**src/rtl/drc_defines.vh**
```
// Constants for the refresh controller: register map, fields, reset values.
// Assumes inclusion by bare name from rtl/ design files.
`ifndef DRC_DEFINES_VH
`define DRC_DEFINES_VH
// ==========================================
// Register map (byte addresses on APB)
`define DRC_ADDR_W 8
// Control sits at word index 8'h36; its byte address is four times that
`define DRC_CTRL_IDX 8'h36
`define DRC_CTRL_ADDR 8'hD8
`define DRC_STAT_ADDR 8'h38
`define DRC_RADDR_ADDR 8'h3C
// ==========================================
// Control register fields
`define DRC_ON_BIT 7
`define DRC_WAIT_BIT 6
`define DRC_SEL_HI 1
`define DRC_SEL_LO 0
`define DRC_CTRL_RESET 8'hC0
`define DRC_CTRL_MASK 8'hC3
// ==========================================
// Interval counts in clock states
`define DRC_INT_0 8'h0A
`define DRC_INT_1 8'h14
`define DRC_INT_2 8'h28
`define DRC_INT_3 8'h50
`define DRC_CNT_W 8
// ==========================================
// Refresh cycle lengths in clocks
`define DRC_LEN_SHORT 2'h2
`define DRC_LEN_LONG 2'h3
`endif

```
**src/rtl/drc_timer.v**
```verilog
// Free-running refresh interval timer.
// Assumes a single clock; interval select comes from the same domain.
`include "drc_defines.vh"
module drc_timer #(
    parameter CNT_W = `DRC_CNT_W
) (
    // Clock and reset
    input wire clk,
    input wire srst,
    // Control
    input wire [1:0] sel,
    // Request
    output reg tick
);
    reg [CNT_W-1:0] count_reg;
    wire [CNT_W-1:0] limit;

    assign limit = (sel == 2'h0) ? `DRC_INT_0 :
                   (sel == 2'h1) ? `DRC_INT_1 :
                   (sel == 2'h2) ? `DRC_INT_2 : `DRC_INT_3; // RL4

    // Keeps running regardless of bus grant or sleep
    always @(posedge clk) begin
        if (srst) begin
            count_reg <= {CNT_W{1'b0}};
            tick <= 1'b0;
        end else if (count_reg >= limit - 1'b1) begin
            count_reg <= {CNT_W{1'b0}}; // RL15
            tick <= 1'b1; // RL8
        end else begin
            count_reg <= count_reg + 1'b1;
            tick <= 1'b0;
        end
    end
endmodule // drc_timer

```
**src/rtl/drc_refresh.v**
```verilog
// DRAM refresh controller with APB register access.
// Assumes CPU status inputs (grant, sleep, wait, machine-cycle end) are
// synchronous to CLOCK; they need no synchroniser.
//
// Summary of operation
// RL1: Refresh cycles are inserted only while the enable bit is set.
// RL2: Refresh cycles last two clocks, or three when the extra-wait bit is set.
// RL3: Reset sets both the enable bit and the extra-wait bit.
// RL4: The interval field selects 10, 20, 40 or 80 clock states between refreshes.
// RL5: Reset clears the interval field to zero.
// RL6: After reset refreshes come every 10 clocks and last 3 clocks.
// RL7: No refresh is inserted in reset, bus release, sleep or wait states.
// RL8: The interval timer keeps running while the bus is released.
// RL9: After bus regain the first refresh follows the next timer request.
// RL10: A request during sleep is latched, and a later one replaces it.
// RL11: A latched request runs at the end of the first machine cycle after sleep.
// RL12: Afterwards refresh timing follows only the timer.
// RL13: The refresh address advances by one per performed refresh cycle.
// RL14: Each refresh bus cycle shows the previous refresh address plus one.
// RL15: The timer counts clock states, requests at the interval and restarts at zero.
//
// Our own choice: register access over APB.
`include "drc_defines.vh"
module drc_refresh #(
    parameter RADDR_W = 8
) (
    // Clock and reset
    input wire CLOCK,
    input wire SRST,
    // APB slave
    input wire PSEL,
    input wire PENABLE,
    input wire PWRITE,
    input wire [31:0] PADDR,
    input wire [31:0] PWDATA,
    output reg [31:0] PRDATA,
    output reg PREADY,
    output reg PSLVERR,
    // CPU status
    input wire BUS_GRANTED,
    input wire SLEEP_MODE,
    input wire WAIT_STATE,
    input wire MCYCLE_END,
    // Refresh bus cycle
    output reg REFRESH_ACTIVE,
    output reg REFRESH_WAIT_STATE,
    output reg [RADDR_W-1:0] REFRESH_ADDR
);
    // ==========================================
    // States
    localparam ST_IDLE = 3'b001;
    localparam ST_RUN = 3'b010;
    localparam ST_EXTRA = 3'b100;

    reg [7:0] ctrl_reg;
    reg [2:0] state_reg;
    reg [2:0] state_next;
    reg pend_reg;
    reg sleep_req_reg;
    reg sleep_d_reg;
    reg wake_reg;
    reg [1:0] phase_reg;
    reg [RADDR_W-1:0] addr_reg;
    wire tick;
    wire refresh_on;
    wire blocked;
    wire start;
    wire done;

    function addr_hit;
        input [31:0] a;
        input [7:0] r;
        begin
            addr_hit = (a[`DRC_ADDR_W-1:0] == r) && (a[31:`DRC_ADDR_W] == 24'h00_0000);
        end
    endfunction

    // ==========================================
    // Timer
    drc_timer #(
        .CNT_W(`DRC_CNT_W)
    ) u_timer (
        .clk(CLOCK),
        .srst(SRST),
        .sel(ctrl_reg[`DRC_SEL_HI:`DRC_SEL_LO]),
        .tick(tick)
    );

    assign refresh_on = ctrl_reg[`DRC_ON_BIT];
    assign blocked = BUS_GRANTED | SLEEP_MODE | WAIT_STATE; // RL7
    // Post-sleep refresh waits for machine-cycle end; normal ones take next slot
    assign start = (state_reg == ST_IDLE) && refresh_on && !blocked &&
                   (wake_reg ? MCYCLE_END : pend_reg); // RL1 RL9 RL11
    assign done = (state_reg == ST_RUN && phase_reg == 2'h1 && !ctrl_reg[`DRC_WAIT_BIT]) ||
                  (state_reg == ST_EXTRA); // RL2

    // ==========================================
    // Request bookkeeping
    always @(posedge CLOCK) begin
        if (SRST) begin
            pend_reg <= 1'b0;
            sleep_req_reg <= 1'b0;
            sleep_d_reg <= 1'b0;
            wake_reg <= 1'b0;
        end else begin
            sleep_d_reg <= SLEEP_MODE;
            // Cleared first so a fresh wake request in the same cycle wins
            if (start && wake_reg)
                wake_reg <= 1'b0; // RL12
            // Only one request is ever held; missed ones are dropped
            if (SLEEP_MODE) begin
                if (tick)
                    sleep_req_reg <= 1'b1; // RL10
            end else if (sleep_d_reg && sleep_req_reg) begin
                wake_reg <= 1'b1;
                sleep_req_reg <= 1'b0;
            end
            // Requests under bus release are dropped, not served at handover
            if (tick && !SLEEP_MODE && !BUS_GRANTED)
                pend_reg <= 1'b1;
            else if (start || BUS_GRANTED)
                pend_reg <= 1'b0; // RL9
        end
    end

    // ==========================================
    // Refresh cycle sequencer
    always @* begin
        state_next = state_reg;
        case (state_reg)
            ST_IDLE: begin
                if (start)
                    state_next = ST_RUN;
            end
            ST_RUN: begin
                if (done)
                    state_next = ST_IDLE;
                else if (phase_reg == 2'h1)
                    state_next = ST_EXTRA; // RL2
            end
            ST_EXTRA: begin
                state_next = ST_IDLE;
            end
            default: begin
                state_next = ST_IDLE;
            end
        endcase
    end

    always @(posedge CLOCK) begin
        if (SRST) begin
            state_reg <= ST_IDLE;
            phase_reg <= 2'h0;
            addr_reg <= {RADDR_W{1'b0}};
            REFRESH_ACTIVE <= 1'b0;
            REFRESH_WAIT_STATE <= 1'b0;
            REFRESH_ADDR <= {RADDR_W{1'b0}};
        end else begin
            state_reg <= state_next;
            // Restart at zero on entry so a cycle spans two or three clocks
            phase_reg <= (state_reg == ST_RUN && state_next == ST_RUN) ? phase_reg + 2'h1 : 2'h0;
            REFRESH_ACTIVE <= (state_next != ST_IDLE);
            REFRESH_WAIT_STATE <= (state_next == ST_EXTRA);
            if (start)
                REFRESH_ADDR <= addr_reg; // RL14
            if (done)
                addr_reg <= addr_reg + 1'b1; // RL13
        end
    end

    // ==========================================
    // APB slave, zero wait states
    always @(posedge CLOCK) begin
        if (SRST) begin
            ctrl_reg <= `DRC_CTRL_RESET; // RL3 RL5 RL6
            PRDATA <= 32'h0000_0000;
            PREADY <= 1'b0;
            PSLVERR <= 1'b0;
        end else begin
            PREADY <= PSEL && !PENABLE;
            PSLVERR <= 1'b0;
            if (PSEL && !PENABLE) begin
                PRDATA <= 32'h0000_0000;
                if (addr_hit(PADDR, `DRC_CTRL_ADDR))
                    PRDATA <= {24'h00_0000, ctrl_reg};
                else if (addr_hit(PADDR, `DRC_STAT_ADDR))
                    PRDATA <= {28'h000_0000, wake_reg | sleep_req_reg, pend_reg,
                               REFRESH_WAIT_STATE, REFRESH_ACTIVE};
                else if (addr_hit(PADDR, `DRC_RADDR_ADDR))
                    PRDATA <= {{(32-RADDR_W){1'b0}}, addr_reg};
                else
                    PSLVERR <= 1'b1;
            end
            if (PSEL && PENABLE && PREADY && PWRITE &&
                addr_hit(PADDR, `DRC_CTRL_ADDR))
                ctrl_reg <= PWDATA[7:0] & `DRC_CTRL_MASK;
        end
    end
endmodule // drc_refresh

```
**config.mk**
```make
export PLATFORM = sky130hd
export DESIGN_NAME = drc_refresh
export DESIGN_NICKNAME = d
export VERILOG_FILES = /design/src/rtl/drc_timer.v /design/src/rtl/drc_refresh.v
export VERILOG_INCLUDE_DIRS = /design/src /design/src/rtl
export SDC_FILE = /design/constraint.sdc
export NUM_CORES = 1
export LEC_CHECK = 0
export ABC_AREA = 1
export BUFFER_PORTS_ARGS = -buffer_cell sky130_fd_sc_hd__buf_2
export CORE_MARGIN = 5
export CORE_UTILIZATION = 51
export CTS_BUF_LIST = sky130_fd_sc_hd__clkbuf_16
export DETAILED_ROUTE_END_ITERATION = 8
export PLACE_DENSITY = 0.83
export SETUP_SLACK_MARGIN = 0.2
export SYNTH_ARGS = -nofsm -noshare
export SYNTH_HDL_FRONTEND = slang
export SYNTH_SLANG_ARGS = --single-unit
export TNS_END_PERCENT = 100
```
**constraint.sdc**
```tcl
create_clock -name CLOCK -period 4.1 [get_ports CLOCK]
set_input_delay 0.205 -clock CLOCK [delete_from_list [all_inputs] [get_ports CLOCK]]
set_output_delay 0.205 -clock CLOCK [all_outputs]
set_load 0.01 [all_outputs]
```
Word-level counts from Yosys, hierarchy flattened
Cells that the tools add are included.
W data, S select, Z words.
Word-level totals
  input port bits: 73
  register bits: 74
  output and inout port bits: 44
  logic and storage cells: 93
Cells by class
  magnitude comparators: 1
  eq/ne operators: 13
  mux-type cells: 21
  add/sub/neg operators: 4
  reductions and logical operators: 33
  bitwise operators: 5
Operators with widths (count)
  $mux W8: 5
  $logic_not A24 Y1: 1
  $logic_and A1 B1 Y1: 18
  $add A8 B1 Y8 const B: 2
  $eq A8 B6 Y1 const B: 2
  $mux W1: 11
  $mux W3: 3
  $eq A8 B8 Y1 const B: 1
  $ge A8 B8 Y1: 1
  $sub A8 B1 Y8 const B: 1
  $mux W7: 1
  $eq A3 B2 Y1 const B: 2
  $eq A3 B3 Y1 const B: 2
  $pmux W3 S2: 1
  $logic_not A1 Y1: 5
  $eq A2 B1 Y1 const B: 2
  $reduce_bool A2 Y1: 2
  $reduce_or A2 Y1: 2
  $reduce_or A4 Y1: 1
  $eq A3 B1 Y1 const B: 1
  $ne A3 B1 Y1 const B: 1
  $or A1 B1 Y1: 3
  $add A2 B1 Y2 const B: 1
  $eq A2 B2 Y1 const B: 1
  other kinds (5): 7

Longest topological paths before layout
  depth after elaboration: 11
  mapped depth: 10

By module
Synthesis repeated with hierarchy kept, for this count alone.
Unflattened totals
  cells, all modules: 360
  area total of the unflattened synthesis: 2718.9 µm²
By module, submodules not included
  drc_refresh: cells each 276, area each 2087.0 µm², instances 1
  drc_timer: cells each 84, area each 631.9 µm², instances 1

Worst setup path after synthesis
No wires, ideal clock.
  kind: register to register
  from: reg ctrl_reg[0]
  to: reg u_timer.count_reg[0]
  library setup time: 120 ps
  period minus slack after synthesis: 1894 ps
  slack: 2206 ps
  buffers on the path: 0
  stages on the path, launching flop included: 11
  arrival: 1774 ps
  required time: 3980 ps
  cells stage by stage: dfxtp_1 > inv_1 > ha_1 > or2_2 > ha_1 > nand2_1 > o21ai_0 > nand4_1 > o211a_1 > nand2_1 > nor2_1
Between the ends
  word-level cells in the longest chain between the ends: 7
RTL lines
  start, declared: line drc_refresh.v:55  | reg [7:0] ctrl_reg;
  start signal, assigned: line drc_refresh.v:175  | ctrl_reg <= `DRC_CTRL_RESET;
  start signal, assigned: line drc_refresh.v:196  | ctrl_reg <= PWDATA[7:0] & `DRC_CTRL_MASK;
  $eq A2 B2 Y1: line drc_timer.v:20  | (sel == 2'h2) ? `DRC_INT_2 : `DRC_INT_3;
  $mux W7 (no line)
  $mux W8 (no line)
  $mux W8 (no line) (*)
  $sub A8 B1 Y8 (*): line drc_timer.v:27  | end else if (count_reg >= limit - 1'b1) begin
  $ge A8 B8 Y1 (*): line drc_timer.v:27
  $reduce_or A2 Y1 (no line) (*)
  end signal, assigned: line drc_timer.v:25  | count_reg <= {CNT_W{1'b0}};
  end signal, assigned: line drc_timer.v:28  | count_reg <= {CNT_W{1'b0}};
  end signal, assigned: line drc_timer.v:31  | count_reg <= count_reg + 1'b1;
  end, declared: line drc_timer.v:15  | reg [CNT_W-1:0] count_reg;
Mark *: on every way between the ends. The rest lies on a longest branch, timed or not.
A chain may end at the register's enable or synchronous reset.

Final worst setup path
  from: reg ctrl_reg[0]
  to: reg u_timer.count_reg[4]
Same word-level chain as after synthesis.

==> flow_summary.json <==
{
  "status": "finished, final reports clean",
  "synthArstFlopShare_pct": 0,
  "clockBufferDepth": 2,
  "layout.nets": 504,
  "synth_area_per_cell_sq_um": 7.76,
  "syn2layout_area_growth_pct": 16.3,
  "synthTopCellsByArea": "dfxtp_1 (37%), nand2_1 (7.4%), ha_1 (6.9%)",
  "antenna_found_initial": 0,
  "cts_tree": "built",
  "synth_warnings": 0,
  "cts.clk_slew.worst_paths_ps": 70,
  "via_per_inst": 4.83,
  "power_density_nw_per_um2": 311,
  "clock_latency_ps": 290,
  "yosysTopAreaCell": "dfxtp_1",
  "cts_setup_buffers": 0,
  "synth_seq_cells": 50,
  "synth.most_common_cell": "nand2_1",
  "io_buffers": 64,
  "synth_edf_count": 0,
  "drc": 0,
  "floorplan.io_pins": 117,
  "synthCells": 351,
  "worst_slack_ps": 1870,
  "finClkSkew_ps": 7.48,
  "worstMarginPinSlew_ps": 549,
  "cp.arrival_ps": 2400,
  "synth_cell_type_count": 38,
  "grt_pass1_vias": 2219,
  "final_max_slew_viol_count": 0,
  "tns_ps": 0,
  "clockRootBuffer": "clkbuf_16",
  "cts_hold_buf": 0,
  "grt_pass1_wl_um": 9560,
  "grt_overflow": 0,
  "post_drt_wl_per_cell_um": 11.7,
  "fmaxAchievable_ghz": 0.449,
  "insertedDiodeCount": 0,
  "dp.final_hpwl_um": 4510,
  "grt_max_degree": 30,
  "synth_area_sq_um": 2720,
  "criticalPathCategory": "reg2reg",
  "place_ws_ps": 1880,
  "worst_ep_required_time_ps": 4270,
  "n_fill_cell": 484,
  "htree_levels": 2,
  "place_congestion": 0.881,
  "hold_viol_final": 0,
  "end_kind": "flip-flop",
  "vias": 2351,
  "cts_buffers": 5,
  "row_count": 26,
  "ys_seq_area_share_pct": 36.7,
  "clock-sinks": 50,
  "critPathMaxFanout": 8,
  "grt_use_total_pct": 16.5,
  "crit_path_start_kind": "flip-flop",
  "hold_path_class": "in2reg",
  "die_x_um": 83.1,
  "ys_top_cells_by_count": "nand2_1 (54), dfxtp_1 (50), nor2_1 (41)",
  "drt-initial-drc-count": 111,
  "die-area_sq_um": 6900,
  "fin_crit_sh_pct": 54.3,
  "ant_nets": 0,
  "rsz0062_at_grt": "no",
  "die_h_um": 83.1,
  "routed_wl_um": 5710,
  "yosys.area.top_type_share_pct": 36.7,
  "total_leakage_power_nw": 1.47,
  "maxCapViolCount": 0,
  "finalSetupViolCount": 0,
  "cts_resized": 0,
  "ir_drop_v": 0.000235,
  "start_util_pct": 53.0,
  "first_pass_iters": 4,
  "synth_flop_cell": "dfxtp_1",
  "coreArea_sq_um": 5140,
  "maxSlewHeadroom_pct": 63.4,
  "period_needed_ps": 2230,
  "post_route_cells_drive_above_1_share_pct": 25.4
}
## critical path, stage by stage (launching register included)
cell	delay, ps
dfxtp_1	410
inv_1	110
ha_1	220
or2_2	280
ha_1	290
nand2_1	50
o21ai_0	190
nand4_1	100
o211a_1	150
nand2_1	230
nor2_1	80
## stage by stage
step | hold slack (ps) | power, mW | cell area, sq um | std cells | utilization, %
after floorplan | 318 | 0.563 | 2810 | 374 | -
after global placement | 406 | 0.575 | 3020 | 479 | 58.7
after detailed placement | 418 | 0.578 | 3020 | 479 | 58.7
after CTS | 132 | 0.991 | 3170 | 487 | 61.6
after global routing | 137 | 1.02 | 3170 | 487 | 61.6
final | 133 | 0.985 | 3170 | 487 | 61.6
## path summary, 6_finish.rpt
kind,start,endpoint,slack (ps),cells after the start
setup / recovery,ctrl_reg[0]$_SDFFE_PP0P_,u_timer.count_reg[4]$_SDFF_PP0_,1870,10
hold reg to reg,phase_reg[0]$_SDFF_PP0_,phase_reg[0]$_SDFF_PP0_,430,1
setup reg to reg,ctrl_reg[0]$_SDFFE_PP0P_,u_timer.count_reg[4]$_SDFF_PP0_,1870,10
hold / removal,PWDATA[7],ctrl_reg[7]$_SDFFE_PP1P_,130,3
## cells in the final DEF (no fill, tap or decap), types with 4 or more instances in the layout
| cell type | count |
|---|---|
| buf_2 | 64 |
| ha_1 | 15 |
| inv_2 | 6 |
| xnor2_1 | 4 |
| nor2_4 | 4 |
| nand3_1 | 27 |
| conb_1 | 25 |
| dfxtp_1 | 50 |
| nor3_1 | 5 |
| nand2_1 | 54 |
| o21ai_0 | 6 |
| nor2_1 | 41 |
| clkbuf_16 | 5 |
| a21oi_1 | 30 |
| nand4_1 | 7 |
| inv_1 | 34 |
## layout make-up
cell class | instances | area, sq um | share of cell area [%]
flip-flops and latches | 50 | 1000 | 31.6
repair buffers | 64 | 320 | 10.1
inverters | 41 | 154 | 4.86
clock inverters | 3 | 25.0 | 0.790
well taps | 70 | 87.6 | 2.76
clock buffers | 5 | 125 | 3.95
multi-input cells | 254 | 1460 | 45.9
## report_power, final
part | internal [mW] | total, mW | leakage, nW | switching [mW]
clock network | 0.229 | 0.418 | 0.0704 | 0.189
logic | 0.0273 | 0.0724 | 0.995 | 0.0452
registers | 0.491 | 0.495 | 0.404 | 0.00436
total | 0.747 | 0.985 | 1.47 | 0.238
## cell families after synthesis
group           share of synthesized area, %
compound gates                          9.65
buf+inv                                 13.0
other cells                            0.276
simple gates                            31.2
fa+ha+maj                               6.89
xor+xnor                                2.25
flops                                   36.7
## routing by layer
layer  routed length, um  GRT usage (%)  part of all wire, %  vias up
li1                    -              -                    -     1213
met1                2300           18.4                   40     1075
met2                2950           30.3                   52       51
met3                 345           3.66                  6.0       12
met4                 112           5.94                  2.0        0
met5                   0              0                    0        -
No activity file was read; power rests on OpenSTA's default activity.
